## config.mk

```make
export PLATFORM = sky130hd
export DESIGN_NAME = frame_rx_filter
export DESIGN_NICKNAME = d
export VERILOG_FILES = /design/src/frame_rx_filter_pkg.sv /design/src/addr_unit.sv /design/src/frame_rx_filter.sv
export SDC_FILE = /design/constraint.sdc
export NUM_CORES = 1
export LEC_CHECK = 0
export ABC_AREA = 1
export BUFFER_PORTS_ARGS = -buffer_cell sky130_fd_sc_hd__clkbuf_2
export CAP_MARGIN = 5
export CORE_ASPECT_RATIO = 1.1
export CORE_MARGIN = 1.5
export CORE_UTILIZATION = 47
export DETAILED_ROUTE_END_ITERATION = 8
export HOLD_SLACK_MARGIN = 0.1
export PLACE_DENSITY = 0.67
export SYNTH_ARGS = -nofsm -noshare
export SYNTH_HDL_FRONTEND = slang
export SYNTH_SLANG_ARGS = --single-unit
```

## constraint.sdc

```tcl
create_clock -name clk_sys -period 3.3 [get_ports clk_sys]
set_input_delay 0.66 -clock clk_sys [delete_from_list [all_inputs] [get_ports clk_sys]]
set_output_delay 0.66 -clock clk_sys [all_outputs]
set_load 0.01 [all_outputs]
```

## src/frame_rx_filter_pkg.sv

```systemverilog
// constants for the receive frame filter and phy control block
// Behaviour
// - with auto checksum on, last 2 or 4 sent octets of a frame longer than that carry computed checksum
// - phy control bit 4 enables auto transmit checksum, reset value 1
// - phy control bit 3 selects checksum type: 0 is 32-bit, 1 is 16-bit
// - phy control bit 2 switches the baseband on, reset value 1
// - phy control bits 1:0 select phy kind, reset value 0
// - frame-end event only when every enabled filter passes
// - checksum filter on rejects bad checksum; off passes every frame
// - promiscuous mode passes second level; otherwise address filter applies if enabled
// - address filter counts as enabled when any of four unit enables is set
// - global filter needs frame kind and version selected in their masks
// - present destination pan must equal unit pan or broadcast pan
// - short destination equals unit short or broadcast; extended equals device address
// - beacon source pan equals unit pan unless unit pan is broadcast
// - source-only data or command frame needs coordinator and matching source pan
// - third level also needs non-acknowledge kind and at least one address
// - address-match event when global and one enabled unit's rules pass
// - extended-match event for address filter enabled, global pass plus any extended condition
// - four independent units with own settings; status shows which matched
// - one extended address shared by all four units
// - frame-start event on valid header, before any address filtering
// - checksum good clears at frame start, updates at frame end
// - match status bits update once the header is fully parsed
package frame_rx_filter_pkg;
  localparam int         UNITS          = 4;
  localparam int         LEN_W          = 11;
  localparam logic [7:0] OFS_PHY_CTL    = 8'h00;
  localparam logic [7:0] OFS_FILT_CTL   = 8'h01;
  localparam logic [7:0] OFS_KIND_MASK  = 8'h02;
  localparam logic [7:0] OFS_VER_MASK   = 8'h03;
  localparam logic [7:0] OFS_UNIT_CFG   = 8'h04;
  localparam logic [7:0] OFS_HIT_STAT   = 8'h05;
  localparam logic [7:0] OFS_EXT_ADDR   = 8'h08;
  localparam logic [7:0] OFS_UNIT_ADDR  = 8'h10;
  localparam int         PC_CONT_TX     = 7;
  localparam int         PC_FILT_EN     = 6;
  localparam int         PC_CSUM_GOOD   = 5;
  localparam int         PC_AUTO_CSUM   = 4;
  localparam int         PC_CSUM_TYPE   = 3;
  localparam int         PC_BB_ON       = 2;
  localparam int         PC_KIND_LO     = 0;
  localparam logic [7:0] PHY_CTL_RESET  = 8'h54;
  localparam logic [7:0] KIND_MASK_RESET = 8'h0B;
  localparam logic [3:0] VER_MASK_RESET = 4'h3;
  localparam logic [15:0] BCAST_ID      = 16'hFFFF;
  localparam logic [2:0] CSUM_LEN_32    = 3'h4;
  localparam logic [2:0] CSUM_LEN_16    = 3'h2;
  localparam logic [2:0] KIND_BEACON    = 3'h0;
  localparam logic [2:0] KIND_DATA      = 3'h1;
  localparam logic [2:0] KIND_ACK       = 3'h2;
  localparam logic [2:0] KIND_CMD       = 3'h3;
  localparam logic [1:0] AMODE_NONE     = 2'h0;
  localparam logic [1:0] AMODE_RSVD     = 2'h1;
  localparam logic [1:0] AMODE_SHORT    = 2'h2;
  localparam logic [1:0] AMODE_EXT      = 2'h3;

  typedef enum logic [1:0] {
    PHY_OFF   = 2'b00,
    PHY_FSK   = 2'b01,
    PHY_OFDM  = 2'b10,
    PHY_OQPSK = 2'b11
  } phy_kind_t;
endpackage : frame_rx_filter_pkg

```

## src/addr_unit.sv

```systemverilog
// one third-level address filter unit
`timescale 1ns/1ps
module addr_unit
  import frame_rx_filter_pkg::*;
(
  input  wire logic        unit_en,
  input  wire logic [15:0] unit_short,
  input  wire logic [15:0] unit_pan,
  input  wire logic        pan_coordinator_sel,
  input  wire logic        reserved_kind_map,
  input  wire logic [63:0] ext_addr,
  input  wire logic [2:0]  hdr_kind,
  input  wire logic [1:0]  hdr_dst_mode,
  input  wire logic [1:0]  hdr_src_mode,
  input  wire logic [15:0] hdr_dst_pan,
  input  wire logic [15:0] hdr_src_pan,
  input  wire logic [63:0] hdr_dst_addr,
  output wire logic        unit_match
);
  wire       is_rsvd   = hdr_kind[2];
  wire [2:0] eff_kind  = (is_rsvd && reserved_kind_map) ? KIND_DATA : hdr_kind;
  wire       kind_ok   = !is_rsvd || reserved_kind_map;
  wire       dst_there = hdr_dst_mode != AMODE_NONE;
  wire       src_there = hdr_src_mode != AMODE_NONE;
  wire       dpan_ok   = !dst_there || hdr_dst_pan == unit_pan || hdr_dst_pan == BCAST_ID;
  wire       short_ok  = hdr_dst_addr[15:0] == unit_short || hdr_dst_addr[15:0] == BCAST_ID;
  wire       ext_ok    = hdr_dst_addr == ext_addr;
  wire       daddr_ok  = (hdr_dst_mode == AMODE_SHORT) ? short_ok :
                         (hdr_dst_mode == AMODE_EXT) ? ext_ok : 1'b1;
  wire       beacon_ok = eff_kind != KIND_BEACON || unit_pan == BCAST_ID
                         || hdr_src_pan == unit_pan;
  wire       src_only  = !dst_there && src_there && (eff_kind == KIND_DATA || eff_kind == KIND_CMD);
  wire       srco_ok   = !src_only || (pan_coordinator_sel && hdr_src_pan == unit_pan);
  wire       extra_ok  = eff_kind != KIND_ACK && (dst_there || src_there);

  assign unit_match = unit_en && kind_ok && dpan_ok && daddr_ok && beacon_ok && srco_ok && extra_ok;
endmodule : addr_unit

```

## src/frame_rx_filter.sv

```systemverilog
// receive frame filter, phy control register and transmit checksum insertion
`timescale 1ns/1ps
module frame_rx_filter
  import frame_rx_filter_pkg::*;
(
  input  wire logic        clk_sys,
  input  wire logic        rst,
  input  wire logic        ce,
  // host register port
  input  wire logic        reg_wr,
  input  wire logic        reg_rd,
  input  wire logic [7:0]  reg_addr,
  input  wire logic [7:0]  reg_wdata,
  output logic      [7:0]  reg_rdata,
  output logic             reg_rvalid,
  // receive side events from the demodulator and header parser
  input  wire logic        rx_hdr_valid,
  input  wire logic        mac_hdr_done,
  input  wire logic [2:0]  hdr_kind,
  input  wire logic [1:0]  hdr_version,
  input  wire logic [1:0]  hdr_dst_mode,
  input  wire logic [1:0]  hdr_src_mode,
  input  wire logic [15:0] hdr_dst_pan,
  input  wire logic [15:0] hdr_src_pan,
  input  wire logic [63:0] hdr_dst_addr,
  input  wire logic        rx_frame_done,
  input  wire logic        rx_checksum_ok,
  // transmit byte stream
  input  wire logic        tx_in_valid,
  input  wire logic [7:0]  tx_in_byte,
  input  wire logic [frame_rx_filter_pkg::LEN_W-1:0] tx_in_index,
  input  wire logic [frame_rx_filter_pkg::LEN_W-1:0] tx_frame_len,
  input  wire logic [31:0] tx_checksum,
  output logic             tx_out_valid,
  output logic      [7:0]  tx_out_byte,
  // events and configuration outputs
  output logic             rx_frame_start_irq,
  output logic             rx_addr_match_irq,
  output logic             rx_ext_match_irq,
  output logic             rx_frame_end_irq,
  output logic             baseband_on,
  output logic      [1:0]  phy_kind_sel,
  output logic             checksum_type_sel,
  output logic             cont_tx
);
  import frame_rx_filter_pkg::*;

  // configuration and status storage
  logic [7:0]  phy_control;
  logic        promisc_sel;
  logic [3:0]  addr_unit_en;
  logic [7:0]  frame_kind_mask;
  logic [3:0]  frame_version_mask;
  logic [3:0]  pan_coordinator_sel;
  logic [3:0]  reserved_kind_map;
  logic [63:0] ext_addr;
  logic [15:0] unit_short [UNITS];
  logic [15:0] unit_pan   [UNITS];
  logic [3:0]  addr_unit_hit_status;
  logic        addr_match;
  logic        ext_match;
  logic        checksum_good;
  logic        in_frame;

  // field views of phy control
  wire       tx_auto_checksum   = phy_control[PC_AUTO_CSUM];
  wire       checksum_filter_en = phy_control[PC_FILT_EN];
  wire       csum_type_16       = phy_control[PC_CSUM_TYPE];
  wire       bb_enabled         = phy_control[PC_BB_ON];
  wire [1:0] phy_kind_field     = phy_control[PC_KIND_LO +: 2];

  // write decode
  wire       wr_phy    = reg_wr && reg_addr == OFS_PHY_CTL;
  wire       wr_filt   = reg_wr && reg_addr == OFS_FILT_CTL;
  wire       wr_kind   = reg_wr && reg_addr == OFS_KIND_MASK;
  wire       wr_ver    = reg_wr && reg_addr == OFS_VER_MASK;
  wire       wr_ucfg   = reg_wr && reg_addr == OFS_UNIT_CFG;
  wire       wr_ext    = reg_wr && reg_addr[7:3] == OFS_EXT_ADDR[7:3];
  wire       wr_uaddr  = reg_wr && reg_addr[7:4] == OFS_UNIT_ADDR[7:4];
  wire [1:0] uaddr_sel = reg_addr[3:2];
  wire [1:0] ufield    = reg_addr[1:0];

  // filter evaluation on the parsed header
  wire        rx_active   = bb_enabled && phy_kind_field != PHY_OFF;
  wire        af_enabled  = |addr_unit_en;
  wire        kind_sel_ok = frame_kind_mask[hdr_kind];
  wire        ver_sel_ok  = frame_version_mask[hdr_version];
  wire        global_ok   = kind_sel_ok && ver_sel_ok;
  wire [3:0]  unit_hit;
  wire        any_unit    = |unit_hit;
  wire        ext_cond    = hdr_kind[2] || hdr_version[1] || hdr_src_mode == AMODE_RSVD
                            || (hdr_kind != KIND_BEACON && hdr_dst_mode == AMODE_RSVD);
  wire        next_am     = af_enabled && global_ok && any_unit;
  wire        next_em     = af_enabled && global_ok && ext_cond;
  wire        hdr_take    = ce && mac_hdr_done && in_frame && rx_active;
  wire        start_take  = ce && rx_hdr_valid && rx_active;
  wire        end_take    = ce && rx_frame_done && in_frame && rx_active;

  // frame end qualification
  wire        level1_ok   = !checksum_filter_en || rx_checksum_ok;
  wire        level2_ok   = promisc_sel || !af_enabled || addr_match || ext_match;
  wire        next_fe     = level1_ok && level2_ok;

  genvar gi;
  generate
    for (gi = 0; gi < UNITS; gi++) begin : g_unit
      addr_unit u_unit (
        .unit_en             (addr_unit_en[gi]),
        .unit_short          (unit_short[gi]),
        .unit_pan            (unit_pan[gi]),
        .pan_coordinator_sel (pan_coordinator_sel[gi]),
        .reserved_kind_map   (reserved_kind_map[gi]),
        .ext_addr            (ext_addr),
        .hdr_kind            (hdr_kind),
        .hdr_dst_mode        (hdr_dst_mode),
        .hdr_src_mode        (hdr_src_mode),
        .hdr_dst_pan         (hdr_dst_pan),
        .hdr_src_pan         (hdr_src_pan),
        .hdr_dst_addr        (hdr_dst_addr),
        .unit_match          (unit_hit[gi])
      );

      // per-unit address registers, low byte first
      always_ff @(posedge clk_sys) begin
        if (rst) begin
          unit_short[gi] <= BCAST_ID;
          unit_pan[gi]   <= BCAST_ID;
        end else if (ce && wr_uaddr && uaddr_sel == 2'(gi)) begin
          unique case (ufield)
            2'h0: unit_short[gi][7:0]  <= reg_wdata;
            2'h1: unit_short[gi][15:8] <= reg_wdata;
            2'h2: unit_pan[gi][7:0]    <= reg_wdata;
            2'h3: unit_pan[gi][15:8]   <= reg_wdata;
          endcase
        end
      end
    end
  endgenerate

  // read mux
  wire [15:0] rd_unit_word = ufield[1] ? unit_pan[uaddr_sel] : unit_short[uaddr_sel];
  wire [7:0]  rd_unit_byte = ufield[0] ? rd_unit_word[15:8] : rd_unit_word[7:0];
  wire [7:0]  rd_ext_byte  = ext_addr[{reg_addr[2:0], 3'h0} +: 8];
  wire [7:0]  rd_phy       = {phy_control[7:6], checksum_good, phy_control[4:0]};
  wire [7:0]  next_rdata   =
    (reg_addr == OFS_PHY_CTL)               ? rd_phy :
    (reg_addr == OFS_FILT_CTL)              ? {3'h0, addr_unit_en, promisc_sel} :
    (reg_addr == OFS_KIND_MASK)             ? frame_kind_mask :
    (reg_addr == OFS_VER_MASK)              ? {4'h0, frame_version_mask} :
    (reg_addr == OFS_UNIT_CFG)              ? {reserved_kind_map, pan_coordinator_sel} :
    (reg_addr == OFS_HIT_STAT)              ? {2'h0, ext_match, addr_match, addr_unit_hit_status} :
    (reg_addr[7:3] == OFS_EXT_ADDR[7:3])    ? rd_ext_byte :
    (reg_addr[7:4] == OFS_UNIT_ADDR[7:4])   ? rd_unit_byte :
                                              8'h00;

  // transmit checksum insertion
  wire [2:0]       csum_len   = csum_type_16 ? CSUM_LEN_16 : CSUM_LEN_32;
  wire [LEN_W-1:0] tail_start = tx_frame_len - LEN_W'(csum_len);
  wire             in_tail    = tx_in_index >= tail_start && tx_in_index < tx_frame_len;
  wire [LEN_W-1:0] tail_pos   = tx_in_index - tail_start;
  wire [7:0]       csum_byte  = tx_checksum[{tail_pos[1:0], 3'h0} +: 8];
  wire             do_insert  = tx_auto_checksum && tx_frame_len > LEN_W'(csum_len) && in_tail;
  wire [7:0]       next_tx    = do_insert ? csum_byte : tx_in_byte;

  // phy control register, checksum good kept separately
  always_ff @(posedge clk_sys) begin
    if (rst) begin
      phy_control <= PHY_CTL_RESET;
    end else if (ce && wr_phy) begin
      phy_control <= reg_wdata;
    end
  end

  // filter configuration registers
  always_ff @(posedge clk_sys) begin
    if (rst) begin
      promisc_sel         <= 1'b0;
      addr_unit_en        <= 4'h0;
      frame_kind_mask     <= KIND_MASK_RESET;
      frame_version_mask  <= VER_MASK_RESET;
      pan_coordinator_sel <= 4'h0;
      reserved_kind_map   <= 4'h0;
    end else if (ce) begin
      if (wr_filt) begin
        promisc_sel  <= reg_wdata[0];
        addr_unit_en <= reg_wdata[4:1];
      end
      if (wr_kind) begin
        frame_kind_mask <= reg_wdata;
      end
      if (wr_ver) begin
        frame_version_mask <= reg_wdata[3:0];
      end
      if (wr_ucfg) begin
        pan_coordinator_sel <= reg_wdata[3:0];
        reserved_kind_map   <= reg_wdata[7:4];
      end
    end
  end

  // shared extended address, low byte at the lowest offset
  always_ff @(posedge clk_sys) begin
    if (rst) begin
      ext_addr <= 64'h0;
    end else if (ce && wr_ext) begin
      ext_addr[{reg_addr[2:0], 3'h0} +: 8] <= reg_wdata;
    end
  end

  // read data
  always_ff @(posedge clk_sys) begin
    if (rst) begin
      reg_rdata  <= 8'h00;
      reg_rvalid <= 1'b0;
    end else if (ce) begin
      reg_rvalid <= reg_rd;
      if (reg_rd) begin
        reg_rdata <= next_rdata;
      end
    end
  end

  // frame tracking and checksum verdict
  always_ff @(posedge clk_sys) begin
    if (rst) begin
      in_frame      <= 1'b0;
      checksum_good <= 1'b0;
    end else if (ce) begin
      if (start_take) begin
        in_frame      <= 1'b1;
        checksum_good <= 1'b0;
      end else if (end_take) begin
        in_frame      <= 1'b0;
        checksum_good <= rx_checksum_ok;
      end else if (!rx_active) begin
        in_frame      <= 1'b0;
      end
    end
  end

  // match status, cleared at frame start and loaded after header parse
  always_ff @(posedge clk_sys) begin
    if (rst) begin
      addr_match           <= 1'b0;
      ext_match            <= 1'b0;
      addr_unit_hit_status <= 4'h0;
    end else if (ce) begin
      if (start_take) begin
        addr_match           <= 1'b0;
        ext_match            <= 1'b0;
        addr_unit_hit_status <= 4'h0;
      end else if (hdr_take) begin
        addr_match           <= next_am;
        ext_match            <= next_em;
        addr_unit_hit_status <= global_ok ? unit_hit : 4'h0;
      end
    end
  end

  // one-cycle event pulses
  always_ff @(posedge clk_sys) begin
    if (rst) begin
      rx_frame_start_irq <= 1'b0;
      rx_addr_match_irq  <= 1'b0;
      rx_ext_match_irq   <= 1'b0;
      rx_frame_end_irq   <= 1'b0;
    end else if (ce) begin
      rx_frame_start_irq <= start_take;
      rx_addr_match_irq  <= hdr_take && next_am;
      rx_ext_match_irq   <= hdr_take && next_em;
      rx_frame_end_irq   <= end_take && next_fe;
    end
  end

  // transmit stream, one cycle of latency
  always_ff @(posedge clk_sys) begin
    if (rst) begin
      tx_out_valid <= 1'b0;
      tx_out_byte  <= 8'h00;
    end else if (ce) begin
      tx_out_valid <= tx_in_valid;
      if (tx_in_valid) begin
        tx_out_byte <= next_tx;
      end
    end
  end

  // registered configuration outputs
  always_ff @(posedge clk_sys) begin
    if (rst) begin
      baseband_on       <= PHY_CTL_RESET[PC_BB_ON];
      phy_kind_sel      <= PHY_CTL_RESET[PC_KIND_LO +: 2];
      checksum_type_sel <= PHY_CTL_RESET[PC_CSUM_TYPE];
      cont_tx           <= PHY_CTL_RESET[PC_CONT_TX];
    end else if (ce) begin
      baseband_on       <= bb_enabled;
      phy_kind_sel      <= phy_kind_field;
      checksum_type_sel <= csum_type_16;
      cont_tx           <= phy_control[PC_CONT_TX];
    end
  end
endmodule : frame_rx_filter

```

Yosys cells after proc, flatten, opt, wreduce, memory -nomap -nowiden:

Memories as Yosys holds them, arrays and structs flattened.
Index checks and enable logic that the tools add are counted.

* bits in latches: 0
* register bits after elaboration: 132
* memory bits (writable): 128
* output and inout port bits: 27
* memory bits (read-only): 0
* memories: 2

Memory list
* unit_pan: words 4, width 16, rd ports 5, clocked after memory_dff 0, write ports 4, line frame_rx_filter.sv:58 `logic [15:0] unit_pan [UNITS];`
* unit_short: words 4, width 16, rd ports 5, clocked after memory_dff 0, write ports 4, line frame_rx_filter.sv:57 `logic [15:0] unit_short [UNITS];`

* multiply operators: 0
* bitwise gates (word level): 16
* magnitude comparators: 5
* shift operators: 4
* div/mod/pow operators: 0
* multiplexer cells: 108
* add/subtract/negate cells: 3
* reductions and logical operators: 148
* equality and inequality tests: 49

Operator list (number)
* two-way mux 8 bit: 26
* equality test 16 bit: 12
* equality test 16 bit (second input constant): 6
* logical AND 1 bit: 76
* two-way mux 1 bit: 70
* bitwise mux 64 bit: 1
* equality test 64 bit: 1
* variable shift 8 x 8 -> 64 bit (first input constant): 1
* variable part select 64 x 7 -> 8 bit: 1
* variable part select 8 x 8 -> 64 bit: 1
* logical OR 1 bit: 40
* variable part select 32 x 6 -> 8 bit: 1
* AND reduction 2 bit: 9
* equality test 8 x 2 -> 1 bit (second input constant): 2
* equality test 8 x 3 -> 1 bit (second input constant): 2
* two-way mux 16 bit: 1
* OR 1 bit: 16
* two-way mux 3 bit: 5
* nonzero test 3 bit: 5
* equality test 2 bit (second input constant): 6
* equality test 3 x 1 -> 1 bit (second input constant): 4
* equality test 3 x 2 -> 1 bit (second input constant): 4
* two-way mux 4 bit: 3
* inequality test 3 x 2 -> 1 bit (second input constant): 4
* 20 further kinds: 36

Longest topological paths before layout:

Gate-level depths: netlist of the first run.

* word-level depth: 13
* mapped depth: 19
* depth with buffers taken out: 17

Cells and area by module:

A second synthesis of the first run with hierarchy kept.

* cell total of the unflattened synthesis: 3654
* area, all modules: 21802.2 µm²

Modules (own cells, without submodules)
* frame_rx_filter: cells each 1594, sequential area each 6466.2 µm², instances 1, area an instance 13018.7 µm²
* addr_unit: cells each 515, sequential area each 0.0 µm², instances 4, area an instance 2195.9 µm²

Worst setup path after synthesis of the first run:

Ideal clock, no wire load.

* path kind: input port to flip-flop
* start point: input tx_frame_len[2] in the netlist's numbering
* end point: register tx_out_byte[0]
* required time: 3.165 ns
* setup time: 0.135 ns
* slack: 0.300 ns
* path buffers: 0
* cell stages on the path: 15
* arrival: 2.864 ns
* cells stage by stage: ha_1 inv_1 or2_2 nand2_1 nor2_1 xor2_1 ha_1 a21oi_1 nor2_1 a211oi_1 o2111ai_2 nand3_2 nand2_1 nand3_1 a21oi_1

* longest elaborated chain between the ends: 5
* elaborated cells on any way between the ends: 8
* those cells by class: 1 x add/sub; 3 x order compare; 1 x mux; 3 x reduce/logical

Ends and longest elaborated chain
* from (decl): line frame_rx_filter.sv:32 `input wire logic [frame_rx_filter_pkg::LEN_W-1:0] tx_frame_len,`
* subtractor 11 x 3 -> 11 bit: line frame_rx_filter.sv:158 `wire [LEN_W-1:0] tail_start = tx_frame_len - LEN_W'(csum_len);`
* greater-or-equal comparator 11 bit: line frame_rx_filter.sv:159 `wire in_tail = tx_in_index >= tail_start && tx_in_index < tx_frame_len;`
* logical AND 1 bit: line frame_rx_filter.sv:159
* logical AND 1 bit (*): line frame_rx_filter.sv:162 `wire do_insert = tx_auto_checksum && tx_frame_len > LEN_W'(csum_len) && in_tail;`
* two-way mux 8 bit (*): line frame_rx_filter.sv:163 `wire [7:0] next_tx = do_insert ? csum_byte : tx_in_byte;`
* to (signal assigned): line frame_rx_filter.sv:283 `tx_out_byte <= next_tx;`
* to (decl): line frame_rx_filter.sv:35 `output logic [7:0] tx_out_byte,`

Every way passes the cells marked *; elsewhere a longest branch is shown, timed or not.
A chain may end at the register's enable or synchronous reset.

Final worst setup path of the first run:

* start point: register phy_control[3]
* end point: register tx_out_byte[0]

* longest elaborated chain between the ends: 6
* elaborated cells on any way between the ends: 10
* those cells by class: 2 x add/sub; 2 x order compare; 1 x shift; 2 x mux; 3 x reduce/logical

Ends and longest elaborated chain
* from (decl): line frame_rx_filter.sv:49 `logic [7:0] phy_control;`
* from (signal assigned): line frame_rx_filter.sv:170 `phy_control <= reg_wdata;`
* two-way mux 3 bit (*): line frame_rx_filter.sv:157 `wire [2:0] csum_len = csum_type_16 ? CSUM_LEN_16 : CSUM_LEN_32;`
* parallel branches: the longest is 4 deep, another holds subtractor 11 x 3 -> 11 bit
* two-way mux 8 bit (*): line frame_rx_filter.sv:163

Every way passes the cells marked *.

==> summary.txt, run 1 <==
Yosys
  – Area share of and/or/nand/nor cells after synthesis: 29.5%
  – Synth Area in Compound Gates: 12.0%
  – Count leader, synth: nand2_1
  – Fraction of registers with async set or reset after synthesis: 0%
  – Post-synth top cells: nand2_1 (759), nor2_1 (262), inv_1 (191), a21oi_1 (164), o21ai_0 (142)
  – Post-Synth Adder-Cell Area: 2.09%
  – Post-synth top area share: between 20% and 30%
  – Sequential area share after synthesis: between 30% and 40%
  – Dominant synthesized flop cell: dfxtp_1
  – Post-synthesis xor/xnor area fraction: 10.3%
  – Area leader, netlist: edfxtp_1
  – Post-synth EDFFs: 128
  – Ys Warns: 0
  – Synth top area cells: edfxtp_1 (22%), nand2_1 (16%), dfxtp_1 (15%)
  – Post-Syn Nets: 2649
  – Synthesized area: 17400 um2
  – Avg Cell Area, Syn: 7.17 um2
  – Portion of netlist area occupied by mux cells: under 10%
  – Combinational family with the most area after synthesis: simple AND/OR/NAND/NOR gates
  – Yosys reg bits: between 200 and 300
  – Yosys cell types: 55
  – Gate Count Post-Synth: 2427

Timing
  – Setup Total Neg Slack: 0 ns
  – Setup violators final: 0
  – RSZ-0062 raised after global routing: false
  – Hold violation count in the final report: 0
  – Final Max Tran Viols: 0
  – Final Critical Period: between 2 and 3 ns
  – Slew HR: a little over two fifths
  – Fin Hold WS: 0.368 ns
  – Slew @ Worst Pin: 0.862 ns
  – Skew final: 0.0315 ns
  – Setup WS post-layout: 0.335 ns
  – Period utilization: 89.9%
  – Maximum clock rate: ~0.34 GHz

Placed design
  – Final estimated routing congestion in global placement: 0.958
  – Dpl ws: -0.0121 ns
  – Buffers on Ports: 219
  – Dpl hpwl: ~45 mm

Setup path
  – Startpoint types: flop
  – Crit end category: flop
  – Worst EP arrival: ~3.4 ns
  – R2R depth: 15
  – Setup CP Type: reg2reg
  – Crit Path Max Fanout: 7
  – Worst EP required: 3.70 ns

Final layout
  – # nets final: 2835
  – Share of cells above drive strength 1: 15.0%
  – Area Overhead vs Synth: 14.2%

Clocking
  – # H-tree levels: 1
  – Clock sink count: ~260
  – Clk slew on worst S/H paths: 0.06 ns
  – Total CTS buffers: 27
  – Clk_lat worst skew: 0.56 ns
  – Post-CTS Setup Bufs: 0
  – Clk buf depth: 3
  – Clk root buf: clkbuf_16
  – CTS tree: built
  – Post-CTS Resized: 0
  – Hold Buf Count CTS: 0

Detailed routing
  – Wire length per cell: 18.6 um
  – # DRC: 0
  – Routed Antenna Nets: 0
  – Iteration-0 DRC Markers: 1275
  – Routed wire length: a little under 60 mm
  – First-pass DRT Iterations: 6
  – Vias: 16882
  – Drt via density: 5.41

Global route
  – Antenna violations before repair: 1
  – First-pass GRT wire length: about 90 mm
  – GRT Util Overall: 29.9%
  – Number of global-route vias before repair: 16220
  – Largest net degree at the start of global routing: 76
  – Total gr overflow: 0

Pwr
  – Pwr/cell area: 405 nW/um2
  – Leak pwr: 8.80 nW
  – Power, Total: 8.05 mW
  – VDD IR-drop max: approximately 0.00032 V

Die
  – Full die area: 38200 um2
  – Initial Util: 47.9%
  – Chip Width: 186 um
  – Row count: 73
  – Ports: 220
  – Core area: 36400 um2
  – Vert. Die Dim: 205 um

Worst hold path
  – Worst Hold Class: in2reg
  – Worst Hold Depth: 3

Run status
  – Outcome: finished clean

Job
  – Max Cap Viol: 0
==> per-layer routing <==
metal	part of all wire, %	GRT usage, %	vias up
met3	6.8	3.27	139
met2	47	51.2	692
met1	42	37.8	7822
met5	0	0	-
met4	4.6	14.2	0
li1	-	-	8229
==> power breakdown <==
| part | leakage, nW | internal (mW) | switching (mW) |
|---|---|---|---|
| clock | 0.446 | 1.84 | 1.32 |
| combinational | 6.00 | 0.475 | 0.836 |
| sequential | 2.35 | 3.47 | 0.110 |
==> registers in the layout, summed over array words and instances, names as in the netlist, 7 cells and up <==
signal,cells
unit_pan,64
phy_control,7
reg_rdata,8
unit_short,64
ext_addr,64
frame_kind_mask,8
tx_out_byte,8
==> critical path, stage by stage, from the launching register on <==
cell and delay [ns]:
dfxtp_1 0.45, ha_1 0.29, inv_1 0.11, o21ai_1 0.13, nor2_1 0.18, inv_1 0.06
nor2_1 0.15, xor2_1 0.10, ha_1 0.32, nand2_1 0.08, o21a_1 0.20, o2111ai_2 0.26
buf_4 0.21, nand4_1 0.11, nand3_1 0.13, a21oi_1 0.06
==> path summary, 6_finish.rpt <==
check                                 endpoint      startpoint  slack, ns
worst max-delay path            tx_out_byte[0]  phy_control[3]       0.33
worst min-delay path             checksum_good  rx_checksum_ok       0.37
worst max register to register  tx_out_byte[0]  phy_control[3]       0.33
worst min register to register  tx_out_byte[7]  tx_out_byte[7]       0.47
==> logic make-up (layout without fill, tap and decap cells) <==
group                    Yosys count  after routing
flip-flops                       259            259
other                              0              1
AND/OR/NAND/NOR                 1218           1218
multiplexers                      17             17
AO/OA/AOI/OAI                    378            378
XOR/XNOR                         205            205
buffers and inverters            321            528
adder cells (fa/ha/maj)           29             29
==> cell usage in the layout, fill, tap and decap left out, types with 8 or more instances in the layout <==
cell / n
a21oi_1: 164
a22oi_1: 11
buf_4: 52
clkbuf_16: 28
clkbuf_2: 221
dfxtp_1: 131
edfxtp_1: 128
ha_1: 29
inv_1: 190
inv_2: 11
mux2_2: 8
mux2i_1: 9
nand2_1: 759
nand3_1: 78
nand4_1: 46
nor2_1: 262
nor3_1: 28
o211ai_1: 20
o21ai_0: 142
or2_2: 11
xnor2_1: 72
xor2_1: 133
==> through the flow <==
stage | utilization (%) | area [um2] | cells
after floorplan | - | 17400 | 2427
after global placement | 52.1 | 19000 | 3071
after detailed placement | 52.1 | 19000 | 3071
after CTS | 54.6 | 19900 | 3121
after global routing | 54.7 | 19900 | 3122
final | 54.7 | 19900 | 3122
==> cell type report <==
cell class                 count  area, um2
fill                        3651      16500
tap                          487        609
sequential                   259       6470
clock buffer                  35        749
timing repair buffer         273       1530
antenna                        1       2.50
multi-input combinational   1847       9570
inverter                     205        779
clock inverter                15        164
(Power assumes the default switching activity.)
==> run 2: changes to the inputs <==
==> constraint.sdc (replaced) <==
create_clock -name clk_sys -period 3.3 [get_ports clk_sys]
set_input_delay 0.495 -clock clk_sys [delete_from_list [all_inputs] [get_ports clk_sys]]
set_output_delay 0.495 -clock clk_sys [all_outputs]
set_load 0.01 [all_outputs]
==> run 2 against run 1 <==
Sequential share of layout area increased by 0.19 points. Routed wire length increased by 0.53%. Critical endpoint is now tx_out_byte[1]. Total power decreased by 2.5%. Combinational power about the same. Core utilization decreased by 0.32 points. Final cell count decreased by 0.19%. Setup slack improved by 0.051 ns. Clock power decreased by 6.3%. First-iteration DRC count increased by 6.7%. Critical path depth unchanged. Final area decreased by 0.59%.
==> summary.txt, run 2 (synthesis results as in run 1) <==
Run status
  – Outcome: finished clean (unchanged)

Setup path
  – FF-to-FF Start: phy_control[3] (unchanged)
  – Max stage delay on crit path: 0.43 ns (was 0.45 ns)
  – Crit Path Max Fanout: 8 (was 7)
  – Setup crit start: phy_control[3] (unchanged)
  – Worst EP arrival: 3.38 ns (was 3.37 ns)
  – Crit path depth: 15 (unchanged)
  – Slowest cell on the critical path: dfxtp_1 (unchanged)
  – Worst path bufs/invs: 2 (was 3)
  – Crit end category: flop (unchanged)
  – R2R depth: 15 (unchanged)
  – CP top delay family: simple AND/OR/NAND/NOR gates (was compound AO/OA/AOI/OAI gates)
  – Startpoint types: flop (unchanged)
  – Worst EP required: 3.77 ns (was 3.70 ns)
  – Setup CP Type: reg2reg (unchanged)
  – Worst path cell trace: ha_1, inv_1, o21ai_1, nor2_1, inv_1, nor2_1, xor2_1, ha_1, nand2_1, o21a_1, o2111ai_2, nand3_2, nand2_1, nand3_1, a21oi_1 (was ha_1, inv_1, o21ai_1, nor2_1, inv_1, nor2_1, xor2_1, ha_1, nand2_1, o21a_1, o2111ai_2, buf_4, nand4_1, nand3_1, a21oi_1)

Global route
  – GRT met1 Usage: 38.1% (was 37.8%)
  – Largest net degree at the start of global routing: 100 (was 76)
  – Total gr overflow: 0 (unchanged)
  – Layer with the highest usage: met2 (unchanged)
  – First-pass GRT wire length: 89.8 mm (was 88.9 mm)
  – Met2 GRT Util: 52.4% (was 51.2%)
  – Antenna violations before repair: 2 (was 1)
  – GRT Util Overall: 30.2% (was 29.9%)
  – Number of global-route vias before repair: 16192 (was 16220)
  – Routing usage on met3: 3.79% (was 3.27%)

Detailed routing
  – Routed Antenna Nets: 0 (unchanged)
  – Drt via density: 5.41 (about the same)
  – Vias: 16849 (was 16882)
  – First-pass DRT Iterations: 6 (unchanged)
  – Iteration-0 DRC Markers: 1361 (was 1275)
  – # DRC: 0 (unchanged)
  – Routed wire length: 58.3 mm (was 58.0 mm)
  – Wire length per cell: 18.7 um (was 18.6 um)

Final layout
  – Leading cell types in the layout, fill and taps excluded: nand2_1 (759), nor2_1 (262), clkbuf_2 (219) (was nand2_1 (759), nor2_1 (262), clkbuf_2 (221))
  – Fillers: 3616 (was 3651)
  – Biggest regs: ext_addr x64, unit_pan x64, unit_short x64 (unchanged)
  – Share of cells above drive strength 1: 14.7% (was 15.0%)
  – N_diodes: 0 (was 1)
  – # nets final: 2831 (was 2835)
  – Storage cell area: 6470 um2 (unchanged)
  – Area of the multi-input gates: 9570 um2 (unchanged)
  – Commonest non-fill, non-tap cell in the layout: nand2_1 (unchanged)
  – Area Overhead vs Synth: 13.5% (was 14.2%)

Clocking
  – Clk_lat worst skew: 0.54 ns (was 0.56 ns)
  – # H-tree levels: 1 (unchanged)
  – Clk slew on worst S/H paths: 0.06 ns (about the same)
  – Clock sink count: 259 (unchanged)
  – Post-CTS Resized: 0 (unchanged)
  – Clk buf depth: 3 (unchanged)
  – Post-CTS Setup Bufs: 0 (unchanged)
  – CTS tree: built (unchanged)
  – Total CTS buffers: 27 (unchanged)
  – Hold Buf Count CTS: 0 (unchanged)
  – Clk root buf: clkbuf_16 (unchanged)

Die
  – Full die area: 38200 um2 (unchanged)
  – Initial Util: 47.9% (unchanged)
  – Chip Width: 186 um (unchanged)
  – Core area: 36400 um2 (unchanged)
  – Vert. Die Dim: 205 um (unchanged)
  – Row count: 73 (unchanged)
  – Ports: 220 (unchanged)

Timing
  – Period utilization: 88.3% (was 89.9%)
  – Final Max Tran Viols: 0 (unchanged)
  – RSZ-0062 raised after global routing: false (unchanged)
  – Slew HR: 51.3% (was 42.5%)
  – Setup violators final: 0 (unchanged)
  – Skew final: 0.0177 ns (was 0.0315 ns)
  – Final Critical Period: 2.91 ns (was 2.97 ns)
  – Fin Hold WS: 0.211 ns (was 0.368 ns)
  – Slew @ Worst Pin: 0.730 ns (was 0.862 ns)
  – Maximum clock rate: 0.343 GHz (was 0.337 GHz)
  – Hold violation count in the final report: 0 (unchanged)
  – Setup Total Neg Slack: 0 ns (unchanged)

Placed design
  – Dpl hpwl: 44.5 mm (was 44.7 mm)
  – Final estimated routing congestion in global placement: 0.979 (was 0.958)
  – Buffers on Ports: 219 (unchanged)

Pwr
  – Power, Total: 7.85 mW (was 8.05 mW)
  – VDD IR-drop max: 0.000266 V (was 0.000316 V)
  – Leak pwr: 8.74 nW (was 8.80 nW)
  – Pwr/cell area: 397 nW/um2 (was 405 nW/um2)

Job
  – Max Cap Viol: 0 (unchanged)

Worst hold path
  – Worst hold start: rx_checksum_ok (unchanged)
  – Worst Hold Class: in2reg (unchanged)
  – Worst Hold Depth: 3 (unchanged)
run 2: changes by cell type in the layout (fill, tap and decap cells not counted), moves of 2 or more:
cell / previous run / this run
clkbuf_2: 221 / 219
clkinvlp_2: 1 / 3
clkinv_2: 4 / 6
buf_4: 52 / 49
clkbuf_1: 3 / 7
inv_6: 3 / 1
run 2: layout make-up:
class / instances / share of cell area (%)
Timing Repair Buffer: 269 / 7.51
Sequential cell: 259 / 32.7
Tap cell: 487 / 3.09
Inverter: 205 / 3.95
Clock inverter: 14 / 0.634
Clock buffer: 35 / 3.62
Multi-Input combinational cell: 1847 / 48.5
run 2: worst reg2reg max path: cells and delay by family (launching register included):
kind	cells	cell delay, ns
AO/OA/AOI/OAI	4	0.71
buffers and inverters	2	0.16
flip-flops	1	0.43
XOR/XNOR	1	0.09
AND/OR/NAND/NOR	6	0.85
adder cells (fa/ha/maj)	2	0.60
run 2: per-stage QoR:
| stage | cells | setup slack, ns | instance area, um2 | utilization (%) |
|---|---|---|---|---|
| 2_1_floorplan | 2427 | 0.465 | 17400 | - |
| 3_3_place_gp | 3067 | 0.232 | 18900 | 52.0 |
| 6_report | 3116 | 0.386 | 19700 | 54.3 |
| 4_1_cts | 3116 | 0.376 | 19700 | 54.3 |
| 3_5_place_dp | 3067 | 0.178 | 18900 | 52.0 |
| 5_1_grt | 3116 | 0.0808 | 19700 | 54.3 |
run 2: per-layer routing:
| layer | wire length [um] | vias up | part of all wire, % |
|---|---|---|---|
| met1 | 24000 | 7755 | 41 |
| met3 | 4190 | 133 | 7.2 |
| li1 | - | 8232 | - |
| met2 | 27900 | 729 | 48 |
| met4 | 2260 | 0 | 3.9 |
| met5 | 0 | - | 0 |
run 2: power breakdown:
part	total, mW	switching (mW)	internal (mW)
logic	1.31	0.842	0.469
clock network	2.96	1.28	1.68
registers	3.58	0.107	3.47
total	7.85	2.23	5.62
run 2: worst paths after layout:
check / slack, ns / end
setup / recovery: 0.39 / tx_out_byte[1]
hold / removal: 0.21 / checksum_good
setup reg to reg: 0.39 / tx_out_byte[1]
hold reg to reg: 0.46 / rx_ext_match_irq
